[config.mk]
export PLATFORM = sky130hd
export DESIGN_NAME = effective_address_generator
export DESIGN_NICKNAME = d
export VERILOG_FILES = /design/src/common/ea_pkg.sv /design/src/common/ea_if.sv /design/src/hdl/ea_calc.sv /design/src/hdl/bit_modify.sv /design/src/hdl/effective_address_generator.sv
export SDC_FILE = /design/constraint.sdc
export NUM_CORES = 2
export LEC_CHECK = 0
export ABC_AREA = 0
export BUFFER_PORTS_ARGS = -buffer_cell sky130_fd_sc_hd__buf_2
export CELL_PAD_IN_SITES_DETAIL_PLACEMENT = 1
export CELL_PAD_IN_SITES_GLOBAL_PLACEMENT = 2
export CORE_UTILIZATION = 39
export CTS_CLUSTER_DIAMETER = 80
export DETAILED_ROUTE_END_ITERATION = 8
export GPL_ROUTABILITY_DRIVEN = 0
export PLACE_DENSITY_LB_ADDON = 0.1
export SYNTH_ARGS = -nofsm -noshare
export SYNTH_HDL_FRONTEND = slang
export SYNTH_SLANG_ARGS = --single-unit
[constraint.sdc]
create_clock -name clk -period 8.9 [get_ports clk]
set_input_delay 0.445 -clock clk [delete_from_list [all_inputs] [get_ports clk]]
set_output_delay 0.445 -clock clk [all_outputs]
set_load 0.005 [all_outputs]
[src/common/ea_pkg.sv]
/*
 * constants, types and helpers for the effective address generator.
 * assumes a 24-bit address space and a 100 MHz cpu clock.
 */
package ea_pkg;

  // ----------------------------------------------------------------
  // widths and constants
  // ----------------------------------------------------------------
  localparam int ADDR_W = 24;
  localparam int DATA_W = 32;
  localparam int NUM_REGS = 8;
  localparam logic [15:0] ABS8_FILL = 16'hFFFF;
  localparam logic [15:0] MEMIND_FILL = 16'h0000;
  localparam logic [7:0] FIELD24_TOP = 8'h00;
  localparam logic [3:0] M1_TOP = 4'h0;
  localparam logic [31:0] STEP_BYTE = 32'h0000_0001;
  localparam logic [31:0] STEP_WORD = 32'h0000_0002;
  localparam logic [31:0] STEP_LONG = 32'h0000_0004;
  localparam logic [7:0] WONLY_READ = 8'hFF;

  // ----------------------------------------------------------------
  // enumerations
  // ----------------------------------------------------------------
  typedef enum logic [3:0] {
    am_direct, am_indirect, am_disp, am_postinc, am_predec,
    am_abs, am_imm, am_pcrel, am_memind
  } amode_t;
  typedef enum logic [1:0] {sz_byte, sz_word, sz_long} size_t;
  typedef enum logic [1:0] {len_8, len_16, len_24} alen_t;
  typedef enum logic [2:0] {
    cls_alu, cls_xfer, cls_bit, cls_jump, cls_trap
  } opclass_t;
  typedef enum logic [2:0] {
    bit_set_op, bit_clear_op, bit_invert_op, bit_store_op,
    bit_store_inverted_op, bit_test_op
  } bitop_t;
  typedef enum logic [2:0] {
    st_idle = 3'b000, st_read = 3'b001, st_write = 3'b011,
    st_done = 3'b010, st_ind = 3'b110
  } state_t;

  // ----------------------------------------------------------------
  // address finishing: even forcing and 1-Mbyte truncation
  // ----------------------------------------------------------------
  function automatic logic [23:0] finish_addr(input logic [23:0] a,
      input logic even, input logic m1);
    logic [23:0] r;
    r = a;
    if (even) r[0] = 1'b0;
    if (m1) r[23:20] = M1_TOP;
    return r;
  endfunction : finish_addr

endpackage : ea_pkg

[src/common/ea_if.sv]
/*
 * carries one address calculation request and its result.
 * assumes the calculator is purely combinational.
 */
`timescale 1ns/100ps
interface ea_if;
  import ea_pkg::*;
  amode_t mode;
  size_t size;
  alen_t alen;
  logic disp_wide;
  logic [23:0] disp;
  logic [23:0] abs_field;
  logic [23:0] pc_next;
  logic m1;
  logic [31:0] base;
  logic [31:0] direct_reg;
  logic [3:0] rsel;
  logic [31:0] imm;
  logic [23:0] ea;
  logic [31:0] wb_val;
  logic wb_en;
  logic [31:0] operand;
  modport calc (input mode, size, alen, disp_wide, disp, abs_field,
    pc_next, m1, base, direct_reg, rsel, imm,
    output ea, wb_val, wb_en, operand);
  modport user (output mode, size, alen, disp_wide, disp, abs_field,
    pc_next, m1, base, direct_reg, rsel, imm,
    input ea, wb_val, wb_en, operand);
endinterface : ea_if

[src/hdl/ea_calc.sv]
/*
 * combinational effective address and operand calculation.
 * assumes the caller supplies the addressed register contents.
 */
`timescale 1ns/100ps
module ea_calc
  import ea_pkg::*;
(
  ea_if.calc c
);
  logic [31:0] dext;
  logic [31:0] step;
  logic [31:0] sum;
  logic [23:0] raw;
  logic [23:0] pdisp;

  // displacement extension and step size
  always_comb begin
    if (c.disp_wide) dext = {FIELD24_TOP, c.disp};
    else dext = {{16{c.disp[15]}}, c.disp[15:0]};
    unique case (c.size)
      sz_byte: step = STEP_BYTE;
      sz_word: step = STEP_WORD;
      default: step = STEP_LONG;
    endcase
    if (c.alen == len_8) pdisp = {{16{c.disp[7]}}, c.disp[7:0]};
    else pdisp = {{8{c.disp[15]}}, c.disp[15:0]};
  end

  // raw address per mode, plus write-back
  always_comb begin
    raw = '0;
    sum = '0;
    c.wb_en = 1'b0;
    c.wb_val = c.base;
    unique case (c.mode)
      am_indirect: raw = c.base[23:0];
      am_disp: begin
        sum = c.base + dext;
        raw = sum[23:0];
      end
      am_postinc: begin
        raw = c.base[23:0];
        c.wb_val = c.base + step;
        c.wb_en = 1'b1;
      end
      am_predec: begin
        sum = c.base - step;
        raw = sum[23:0];
        c.wb_val = sum;
        c.wb_en = 1'b1;
      end
      am_abs: begin
        unique case (c.alen)
          len_8: raw = {ABS8_FILL, c.abs_field[7:0]};
          len_16: raw = {{8{c.abs_field[15]}}, c.abs_field[15:0]};
          default: raw = c.abs_field;
        endcase
      end
      am_pcrel: raw = c.pc_next + pdisp;
      am_memind: raw = {MEMIND_FILL, c.abs_field[7:0]};
      default: raw = '0;
    endcase
    c.ea = finish_addr(raw, c.size != sz_byte || c.mode == am_pcrel
      || c.mode == am_memind, c.m1);
  end

  // operand for register direct and immediate
  always_comb begin
    c.operand = '0;
    if (c.mode == am_imm) begin
      unique case (c.size)
        sz_byte: c.operand = {24'h000000, c.imm[7:0]};
        sz_word: c.operand = {16'h0000, c.imm[15:0]};
        default: c.operand = c.imm;
      endcase
    end else if (c.mode == am_direct) begin
      unique case (c.size)
        sz_byte: c.operand = {24'h000000, c.rsel[3] ?
          c.direct_reg[7:0] : c.direct_reg[15:8]};
        sz_word: c.operand = {16'h0000, c.rsel[3] ?
          c.direct_reg[31:16] : c.direct_reg[15:0]};
        default: c.operand = c.direct_reg;
      endcase
    end
  end
endmodule : ea_calc

[src/hdl/bit_modify.sv]
/*
 * single-bit change of one byte for the bit instructions.
 * assumes the bit number is already resolved to three bits.
 */
`timescale 1ns/100ps
module bit_modify
  import ea_pkg::*;
(
  input wire logic [7:0] byte_in,
  input wire logic [2:0] bit_num,
  input wire bitop_t op,
  input wire logic carry,
  output logic [7:0] byte_out,
  output logic test_bit
);
  // change only the selected bit
  always_comb begin
    byte_out = byte_in;
    test_bit = byte_in[bit_num];
    unique case (op)
      bit_set_op: byte_out[bit_num] = 1'b1;
      bit_clear_op: byte_out[bit_num] = 1'b0;
      bit_invert_op: byte_out[bit_num] = ~byte_in[bit_num];
      bit_store_op: byte_out[bit_num] = carry;
      bit_store_inverted_op: byte_out[bit_num] = ~carry;
      default: byte_out = byte_in;
    endcase
  end
endmodule : bit_modify

[src/hdl/effective_address_generator.sv]
/*
 * effective address generator with its extended register file,
 * operand fetch and bit read-modify-write sequencing.
 * assumes the decoder holds its fields stable while start is high
 * and raises start only while busy is low; the memory bus answers
 * a held request with a one-cycle ack.
 */
`timescale 1ns/100ps
module effective_address_generator
  import ea_pkg::*;
(
  input wire logic clk,
  input wire logic rstn,
  input wire logic start,
  input wire opclass_t op_class,
  input wire amode_t mode,
  input wire size_t size,
  input wire alen_t alen,
  input wire logic disp_wide,
  input wire logic [23:0] disp,
  input wire logic [23:0] abs_field,
  input wire logic [31:0] imm,
  input wire logic [23:0] pc_next,
  input wire logic [3:0] rsel,
  input wire bitop_t bit_op,
  input wire logic bit_from_reg,
  input wire logic [3:0] bit_rsel,
  input wire logic carry,
  input wire logic mode_1m,
  input wire logic xfer_write,
  input wire logic [31:0] xfer_wdata,
  input wire logic rf_we,
  input wire logic [2:0] rf_wsel,
  input wire logic [31:0] rf_wdata,
  input wire logic mem_ack,
  input wire logic [31:0] mem_rdata,
  input wire logic mem_wonly,
  output logic busy,
  output logic done,
  output logic mode_error,
  output logic mem_req,
  output logic mem_we,
  output logic [23:0] mem_addr,
  output size_t mem_size,
  output logic [31:0] mem_wdata,
  output logic [23:0] eff_addr,
  output logic [31:0] operand,
  output logic [23:0] branch_target,
  output logic branch_valid,
  output logic test_bit,
  output logic [1:0] trap_vector
);

  // ----------------------------------------------------------------
  // storage and state
  // ----------------------------------------------------------------
  logic [31:0] regs [NUM_REGS];
  state_t state;
  opclass_t cls_q;
  bitop_t bop_q;
  logic [2:0] bitn_q;
  logic carry_q;
  logic m1_q;
  logic legal;
  logic mem_mode;
  logic [2:0] bitn;
  logic [7:0] bit_byte;
  logic [7:0] rd_byte;
  logic [7:0] mod_byte;
  logic mod_test;
  logic [31:0] next_reg;
  logic [7:0] bitsrc;

  ea_if calc_bus ();

  // ----------------------------------------------------------------
  // address calculation
  // ----------------------------------------------------------------
  // bit ops work on a byte, branch targets are forced even like longs
  assign calc_bus.mode = mode;
  assign calc_bus.size = (op_class == cls_bit) ? sz_byte
    : (op_class == cls_jump) ? sz_long : size;
  assign calc_bus.alen = alen;
  assign calc_bus.disp_wide = disp_wide;
  assign calc_bus.disp = disp;
  assign calc_bus.abs_field = abs_field;
  assign calc_bus.pc_next = pc_next;
  assign calc_bus.m1 = mode_1m;
  assign calc_bus.base = regs[rsel[2:0]];
  assign calc_bus.direct_reg = regs[rsel[2:0]];
  assign calc_bus.rsel = rsel;
  assign calc_bus.imm = imm;

  ea_calc u_calc (
    .c(calc_bus.calc)
  );

  // ----------------------------------------------------------------
  // legality of the mode for the instruction class
  // ----------------------------------------------------------------
  always_comb begin
    legal = 1'b0;
    unique case (op_class)
      cls_alu: legal = mode == am_direct || mode == am_imm;
      cls_xfer: legal = mode != am_pcrel && mode != am_memind;
      cls_bit: legal = (mode == am_direct || mode == am_indirect
        || (mode == am_abs && alen == len_8))
        && (!bit_from_reg || bit_op == bit_set_op
        || bit_op == bit_clear_op || bit_op == bit_invert_op
        || bit_op == bit_test_op);
      cls_jump: legal = mode == am_pcrel || mode == am_memind
        || mode == am_indirect || mode == am_abs;
      default: legal = mode == am_imm; // trap carries an immediate
    endcase
    mem_mode = mode != am_direct && mode != am_imm && mode != am_pcrel
      && !(op_class == cls_jump && mode != am_memind);
  end

  // bit number from register byte or 3-bit immediate
  always_comb begin
    bitsrc = bit_rsel[3] ? regs[bit_rsel[2:0]][7:0]
      : regs[bit_rsel[2:0]][15:8];
    bitn = bit_from_reg ? bitsrc[2:0] : imm[2:0];
  end

  // ----------------------------------------------------------------
  // bit modify path
  // ----------------------------------------------------------------
  // write-only targets read back as all ones
  assign rd_byte = mem_wonly ? WONLY_READ : mem_rdata[7:0];
  assign bit_byte = (state == st_read) ? rd_byte : calc_bus.operand[7:0];

  bit_modify u_bit (
    .byte_in(bit_byte),
    .bit_num(state == st_read ? bitn_q : bitn),
    .op(state == st_read ? bop_q : bit_op),
    .carry(state == st_read ? carry_q : carry),
    .byte_out(mod_byte),
    .test_bit(mod_test)
  );

  // merged register value for a register-direct bit op
  always_comb begin
    next_reg = regs[rsel[2:0]];
    if (rsel[3]) next_reg[7:0] = mod_byte;
    else next_reg[15:8] = mod_byte;
  end

  // ----------------------------------------------------------------
  // sequencer
  // ----------------------------------------------------------------
  always_ff @(posedge clk or negedge rstn) begin
    if (!rstn) begin
      state <= st_idle;
    end else begin
      unique case (state)
        st_idle: begin
          if (start && legal && mem_mode) state <= st_read;
          else if (start) state <= st_done;
        end
        st_read: begin
          if (mem_ack && cls_q == cls_jump) state <= st_ind;
          else if (mem_ack && cls_q == cls_bit && bop_q != bit_test_op)
            state <= st_write;
          else if (mem_ack) state <= st_done;
        end
        st_write: if (mem_ack) state <= st_done;
        st_ind: state <= st_done;
        st_done: state <= st_idle;
      endcase
    end
  end

  // latched instruction context
  always_ff @(posedge clk or negedge rstn) begin
    if (!rstn) begin
      cls_q <= cls_alu;
      bop_q <= bit_test_op;
      bitn_q <= 3'h0;
      carry_q <= 1'b0;
      m1_q <= 1'b0;
    end else if (state == st_idle && start) begin
      cls_q <= op_class;
      bop_q <= bit_op;
      bitn_q <= bitn;
      carry_q <= carry;
      m1_q <= mode_1m;
    end
  end

  // register file: address write-back beats decoder writes
  always_ff @(posedge clk or negedge rstn) begin
    if (!rstn) begin
      for (int i = 0; i < NUM_REGS; i++) regs[i] <= 32'h0000_0000;
    end else if (state == st_idle && start && legal
        && calc_bus.wb_en) begin
      regs[rsel[2:0]] <= calc_bus.wb_val;
    end else if (state == st_idle && start && legal
        && op_class == cls_bit && mode == am_direct
        && bit_op != bit_test_op) begin
      regs[rsel[2:0]] <= next_reg;
    end else if (rf_we) begin
      regs[rf_wsel] <= rf_wdata;
    end
  end

  // memory bus request, address, size and data
  always_ff @(posedge clk or negedge rstn) begin
    if (!rstn) begin
      mem_req <= 1'b0;
      mem_we <= 1'b0;
      mem_addr <= 24'h000000;
      mem_size <= sz_byte;
      mem_wdata <= 32'h0000_0000;
    end else if (state == st_idle && start && legal && mem_mode) begin
      mem_req <= 1'b1;
      mem_we <= op_class == cls_xfer && xfer_write;
      mem_addr <= calc_bus.ea;
      mem_size <= (op_class == cls_jump) ? sz_long
        : calc_bus.size;
      mem_wdata <= xfer_wdata;
    end else if (state == st_read && mem_ack && cls_q == cls_bit
        && bop_q != bit_test_op) begin
      mem_we <= 1'b1;
      mem_wdata <= {24'h000000, mod_byte};
    end else if (mem_ack) begin
      mem_req <= 1'b0;
      mem_we <= 1'b0;
    end
  end

  // results toward the decoder
  always_ff @(posedge clk or negedge rstn) begin
    if (!rstn) begin
      eff_addr <= 24'h000000;
      operand <= 32'h0000_0000;
      branch_target <= 24'h000000;
      branch_valid <= 1'b0;
      test_bit <= 1'b0;
      trap_vector <= 2'h0;
      mode_error <= 1'b0;
    end else begin
      branch_valid <= 1'b0;
      mode_error <= 1'b0;
      if (state == st_idle && start) begin
        mode_error <= !legal;
        eff_addr <= calc_bus.ea;
        operand <= calc_bus.operand;
        if (op_class == cls_trap) trap_vector <= imm[1:0];
        if (op_class == cls_bit && mode == am_direct) test_bit <= mod_test;
        if (legal && op_class == cls_jump && mode != am_memind) begin
          branch_target <= calc_bus.ea;
          branch_valid <= 1'b1;
        end
      end else if (state == st_read && mem_ack) begin
        operand <= mem_rdata;
        if (cls_q == cls_bit) test_bit <= mod_test;
        if (cls_q == cls_jump)
          branch_target <= finish_addr(mem_rdata[23:0], 1'b1, m1_q);
      end else if (state == st_ind) begin
        branch_valid <= 1'b1;
      end
    end
  end

  // busy level and done pulse
  always_ff @(posedge clk or negedge rstn) begin
    if (!rstn) begin
      busy <= 1'b0;
      done <= 1'b0;
    end else begin
      busy <= (state == st_idle) ? start : (state != st_done);
      done <= (state == st_done);
    end
  end

endmodule : effective_address_generator

==> impl_results.html <==
<table>
<tr><th>Metric</th><th>Value</th></tr>
<tr><th colspan="2">Status</th></tr>
<tr><td>Outcome</td><td>finished, final reports clean</td></tr>
<tr><th colspan="2">Worst hold path</th></tr>
<tr><td>Hold Crit Start</td><td>xfer_wdata[31]</td></tr>
<tr><td>Endpoint, Worst Hold</td><td>mem_wdata[31]$_DFFE_PN0P_</td></tr>
<tr><td>Class of the worst hold path</td><td>in -&gt; reg</td></tr>
<tr><td>Number of cells on the worst hold path</td><td>3</td></tr>
<tr><th colspan="2">Floorplanning</th></tr>
<tr><td>Site row count</td><td>100</td></tr>
<tr><td>Area enclosed by the die boundary</td><td>0.0764 mm^2</td></tr>
<tr><td>Horizontal die dimension</td><td>276 um</td></tr>
<tr><td>Ports</td><td>383</td></tr>
<tr><td>Height of the chip</td><td>276 um</td></tr>
<tr><td>Placeable core area</td><td>0.0744 mm^2</td></tr>
<tr><td>Initial cell density of the core</td><td>39.4%</td></tr>
<tr><th colspan="2">GRT</th></tr>
<tr><td>Via count of the first global-routing pass</td><td>34120</td></tr>
<tr><td>Global-route wire length before repair</td><td>239 mm</td></tr>
<tr><td>Antenna violations before repair</td><td>15</td></tr>
<tr><td>Pin count of the biggest net entering global routing</td><td>161</td></tr>
<tr><td>Gr ovfl total</td><td>0</td></tr>
<tr><td>Global-route usage over all layers</td><td>42.1%</td></tr>
<tr><th colspan="2">STA</th></tr>
<tr><td>Total negative slack</td><td>0 ns</td></tr>
<tr><td>Final hold vios</td><td>0</td></tr>
<tr><td>Timing-limited maximum frequency</td><td>164 MHz</td></tr>
<tr><td>Fin crit period</td><td>6.10 ns</td></tr>
<tr><td>Worst setup margin</td><td>2.80 ns</td></tr>
<tr><td>Clk_skew</td><td>0.0315 ns</td></tr>
<tr><td>Max Slew Vio Count</td><td>0</td></tr>
<tr><td>Unrepaired setup endpoints after global routing</td><td>false</td></tr>
<tr><td>Slew @ Worst Pin</td><td>1.39 ns</td></tr>
<tr><td>Fraction of the cycle the final worst path needs</td><td>68.5%</td></tr>
<tr><td>Final number of setup-violating endpoints</td><td>0</td></tr>
<tr><td>Worst max-slew margin expressed relative to the limit</td><td>6.78%</td></tr>
<tr><th colspan="2">Layout</th></tr>
<tr><td>Post-synthesis to final-layout area growth</td><td>16.5%</td></tr>
<tr><td>Total Nets Final</td><td>4004</td></tr>
<tr><td>Layout Utilization</td><td>45.9%</td></tr>
<tr><td>Count of non-filler cells in the finished layout</td><td>4737</td></tr>
<tr><td>Layout cells sized above 1</td><td>20.1%</td></tr>
<tr><th colspan="2">Worst setup path</th></tr>
<tr><td>Most frequent CP cell</td><td>sky130_fd_sc_hd__o21ai_0</td></tr>
<tr><td>Internal reg-to-reg setup slack</td><td>3.46 ns</td></tr>
<tr><td>Top Family by Delay on Critical Path</td><td>compound AO/OA/AOI/OAI gates</td></tr>
<tr><td>Crit path kind</td><td>in -&gt; reg</td></tr>
<tr><td>Critical Path RT</td><td>9.37 ns</td></tr>
<tr><td>Critical Path Start Type</td><td>primary input</td></tr>
<tr><td>Worst R2R End</td><td>eff_addr[23]$_DFFE_PN0P_</td></tr>
<tr><td>Data arrival time of the worst path</td><td>6.57 ns</td></tr>
<tr><td>Biggest fanout along the worst timing path</td><td>31</td></tr>
<tr><td>Type of element capturing the critical path</td><td>register</td></tr>
<tr><td>CP bufs+invs</td><td>3</td></tr>
<tr><td>Number of cell instances on the worst register-to-register path</td><td>15</td></tr>
<tr><td>Slowest cell on crit path</td><td>sky130_fd_sc_hd__nor2b_1</td></tr>
<tr><td>Crit Reg-Reg Startpoint</td><td>regs[67]$_DFFE_PN0P_</td></tr>
<tr><td>Crit path largest cell delay</td><td>0.75 ns</td></tr>
<tr><td>Cell-by-cell trace of the critical path</td><td>buf_2 &gt; buf_4 &gt; nor2b_1 &gt; a22oi_1 &gt; nand2_1 &gt; clkinv_1 &gt; ha_1 &gt; and3_1 &gt; o2111ai_1 &gt; o22ai_1 &gt; o21ai_0 &gt; o21ai_0 &gt; a31oi_1 &gt; nor2b_1 &gt; mux2_2 &gt; a2111oi_0 &gt; o21ai_0</td></tr>
<tr><th colspan="2">Pwr</th></tr>
<tr><td>Share of power burned in the clock network</td><td>28.2%</td></tr>
<tr><td>Combinational power share</td><td>37.2%</td></tr>
<tr><td>Static Leakage</td><td>0.0145 uW</td></tr>
<tr><td>Switching Power</td><td>3300 uW</td></tr>
<tr><td>Peak supply drop</td><td>145 uV</td></tr>
<tr><td>Power density over cell area</td><td>238 mW/mm^2</td></tr>
<tr><td>Sequential share of power</td><td>34.6%</td></tr>
<tr><td>Internal cell power</td><td>4840 uW</td></tr>
<tr><td>Sw frac</td><td>40.5%</td></tr>
<tr><th colspan="2">Synth</th></tr>
<tr><td>Post-Syn Area per Cell</td><td>8.46 um^2</td></tr>
<tr><td>Post-synth net total</td><td>3763</td></tr>
<tr><td>Library cells used by synthesis</td><td>112</td></tr>
<tr><td>Leading cell types by total area after synthesis</td><td>sky130_fd_sc_hd__dfrtp_1 35%, sky130_fd_sc_hd__o21ai_0 6.0%, sky130_fd_sc_hd__nand2_1 5.1%, sky130_fd_sc_hd__nor2_1 4.2%, sky130_fd_sc_hd__a221oi_1 4.1%</td></tr>
<tr><td>Mapped cell area</td><td>0.0294 mm^2</td></tr>
<tr><td>Yosys warning count</td><td>0</td></tr>
<tr><td>Sequential cell area fraction in the yosys report</td><td>35.5%</td></tr>
<tr><td>Syn Inst Count</td><td>3472</td></tr>
<tr><td>Number of flops mapped to enable cells by yosys</td><td>0</td></tr>
<tr><td>Main synth FF type</td><td>sky130_fd_sc_hd__dfrtp_1</td></tr>
<tr><td>Top-area cell type share of the netlist area</td><td>35.4%</td></tr>
<tr><td>Post-synthesis register bit count</td><td>417</td></tr>
<tr><td>Library cell occupying the most area in the post-synthesis netlist</td><td>sky130_fd_sc_hd__dfrtp_1</td></tr>
<tr><td>Async set-or-reset flop fraction in the synthesized netlist</td><td>100%</td></tr>
<tr><th colspan="2">CTS</th></tr>
<tr><td>Number of buffers created by CTS</td><td>52</td></tr>
<tr><td>Post-CTS clock slew at the launch and capture registers of the worst setup and hold paths</td><td>0.06 ns</td></tr>
<tr><td>Clock insertion delay at the later pin of the skew report</td><td>0.65 ns</td></tr>
<tr><td>Post-CTS sizing</td><td>0</td></tr>
<tr><td>Root buffer cell</td><td>sky130_fd_sc_hd__clkbuf_16</td></tr>
<tr><td>CTS sink count</td><td>417</td></tr>
<tr><td>CTS Buffer Depth</td><td>3</td></tr>
<tr><td>CTS H-tree lvls</td><td>2</td></tr>
<tr><td>Buffers inserted during post-CTS setup optimization</td><td>0</td></tr>
<tr><td>CTS tree</td><td>yes</td></tr>
<tr><th colspan="2">Place</th></tr>
<tr><td>Detailed placement HPWL</td><td>114 mm</td></tr>
<tr><td>Count of input and output buffers</td><td>382</td></tr>
<tr><td>Cell count after placement</td><td>4623</td></tr>
<tr><td>Pre-CTS setup slack</td><td>2.34 ns</td></tr>
<tr><th colspan="2">Routing</th></tr>
<tr><td>DRC violations left</td><td>0</td></tr>
<tr><td>Total routed wirelength</td><td>165 mm</td></tr>
<tr><td>Total vias in the final route</td><td>33414</td></tr>
<tr><td>TritonRoute pass-1 iters</td><td>6</td></tr>
<tr><td>Number of violations reported at the end of detailed-routing iteration 0</td><td>4159</td></tr>
<tr><td>Routed vias/inst</td><td>7.05</td></tr>
<tr><td>Wire length per cell after detailed routing</td><td>34.9 um</td></tr>
<tr><td>Detail Route Antenna Nets</td><td>0</td></tr>
<tr><th colspan="2">Job</th></tr>
<tr><td>Number of max-cap violations</td><td>0</td></tr>
</table>
state kept, by name, indices dropped and copies added (netlist names), 2 cells and up:
signal         cells
regs             256
mem_wdata         32
operand           32
branch_target     24
eff_addr          24
mem_addr          24
bitn_q             3
bop_q              3
cls_q              3
state              3
mem_size           2
trap_vector        2
metal layers:
metal	GRT usage, %	wire length [um]	vias up
li1	-	-	13706
met1	53.3	63600	16747
met2	63.7	72100	2322
met3	11.1	17900	633
met4	26.8	11500	6
met5	0	66	-
tightest hold or removal path, stage by stage:
cell	delay, ns
sky130_fd_sc_hd__buf_2	0.07
sky130_fd_sc_hd__nand2_1	0.04
sky130_fd_sc_hd__nand2_1	0.05
power by group through the flow:
stage               combinational (uW)  clock, uW  sequential [uW]
finish                            3030       2300             2820
global route                      3220       2370             2870
CTS                               2950       2300             2800
detailed placement                2930          0             2830
global placement                  2840          0             2810
floorplan                         1700          0             2730
how the worst max path moves through the flow:
stage               slack (ns)  depth (start not counted)    start                             to
global placement          2.69                         17  rsel[2]  branch_target[23]$_DFFE_PN0P_
finish                    2.80                         17  rsel[2]       eff_addr[23]$_DFFE_PN0P_
CTS                       2.96                         17  rsel[2]       mem_addr[23]$_DFFE_PN0P_
detailed placement        2.34                         17  rsel[2]       mem_addr[23]$_DFFE_PN0P_
global route              2.39                         17  rsel[2]       mem_addr[23]$_DFFE_PN0P_
floorplan                 3.83                         20  rsel[2]  branch_target[23]$_DFFE_PN0P_
what timing repair did:
action,4_1_cts,5_1_grt
endpoints found under the setup margin,0,0
hold endpoints to repair,98,0
hold buffers,5,0
cell usage after synthesis (11+ instances only):
cell type / instances
sky130_fd_sc_hd__o2111ai_1: 25
sky130_fd_sc_hd__o31ai_1: 14
sky130_fd_sc_hd__nand4_1: 12
sky130_fd_sc_hd__mux4_2: 28
sky130_fd_sc_hd__o221ai_1: 15
sky130_fd_sc_hd__nor2b_1: 29
sky130_fd_sc_hd__buf_2: 20
sky130_fd_sc_hd__inv_1: 54
sky130_fd_sc_hd__o211ai_1: 134
sky130_fd_sc_hd__xor2_1: 25
sky130_fd_sc_hd__mux2_2: 23
sky130_fd_sc_hd__or3_1: 42
sky130_fd_sc_hd__clkbuf_1: 239
sky130_fd_sc_hd__nand2b_1: 30
sky130_fd_sc_hd__and3_1: 23
sky130_fd_sc_hd__a21oi_1: 155
sky130_fd_sc_hd__a211oi_1: 23
sky130_fd_sc_hd__dfrtp_1: 415
sky130_fd_sc_hd__mux2i_1: 77
sky130_fd_sc_hd__nand3_1: 81
sky130_fd_sc_hd__a221o_1: 91
sky130_fd_sc_hd__nor3_1: 49
sky130_fd_sc_hd__a22o_1: 17
sky130_fd_sc_hd__a21o_1: 36
sky130_fd_sc_hd__o22ai_1: 131
sky130_fd_sc_hd__o21ai_0: 350
sky130_fd_sc_hd__a221oi_1: 138
sky130_fd_sc_hd__ha_1: 51
sky130_fd_sc_hd__a22oi_1: 34
sky130_fd_sc_hd__and2_1: 15
sky130_fd_sc_hd__nor4_1: 14
sky130_fd_sc_hd__o21a_1: 17
sky130_fd_sc_hd__nand2_1: 401
sky130_fd_sc_hd__a31oi_1: 38
sky130_fd_sc_hd__nor2_1: 332
sky130_fd_sc_hd__or2_2: 11
sky130_fd_sc_hd__buf_1: 35
sky130_fd_sc_hd__xnor2_1: 40
final cells by class:
class                      count  area [um^2]
antenna                       13         32.5
clock buffer                  79         1580
clock inverter                17          236
fill                        8808        40200
inverter                      59          221
multi-input combinational   2680        17600
sequential                   417        10400
tap                          969         1210
timing repair buffer         503         2860
stage by stage:
stage               total power (uW)  cell area, um^2  hold slack (ns)
floorplan                       4430            29400            0.149
global placement                5640            32300            0.455
detailed placement              5760            32300            0.468
CTS                             8060            34200         0.000776
global route                    8460            34200           0.0225
finish                          8150            34200           0.0155
kinds of logic (layout without fill, tap and decap cells):
family                   Yosys count  in the layout  synth area share, %
multiplexers                     134            134                 5.94
other                              0             13                    0
XOR/XNOR                          65             65                 1.94
adder cells (fa/ha/maj)           55             55                 2.45
buffers and inverters            375            658                 5.32
AO/OA/AOI/OAI                   1342           1342                 32.0
AND/OR/NAND/NOR                 1084           1084                 16.8
flip-flops                       417            417                 35.5
layout by cell type (no fill, tap or decap), types with 80 or more instances in the layout:
master and instances:
sky130_fd_sc_hd__nor2_1 316, sky130_fd_sc_hd__nand3_1 80, sky130_fd_sc_hd__nand2_1 400, sky130_fd_sc_hd__a221o_1 91, sky130_fd_sc_hd__buf_4 116, sky130_fd_sc_hd__buf_2 380, sky130_fd_sc_hd__a221oi_1 138, sky130_fd_sc_hd__o21ai_0 349
sky130_fd_sc_hd__o211ai_1 134, sky130_fd_sc_hd__dfrtp_1 415, sky130_fd_sc_hd__a21oi_1 153, sky130_fd_sc_hd__o22ai_1 129
Note: power is estimated with default switching activity, not from simulation.
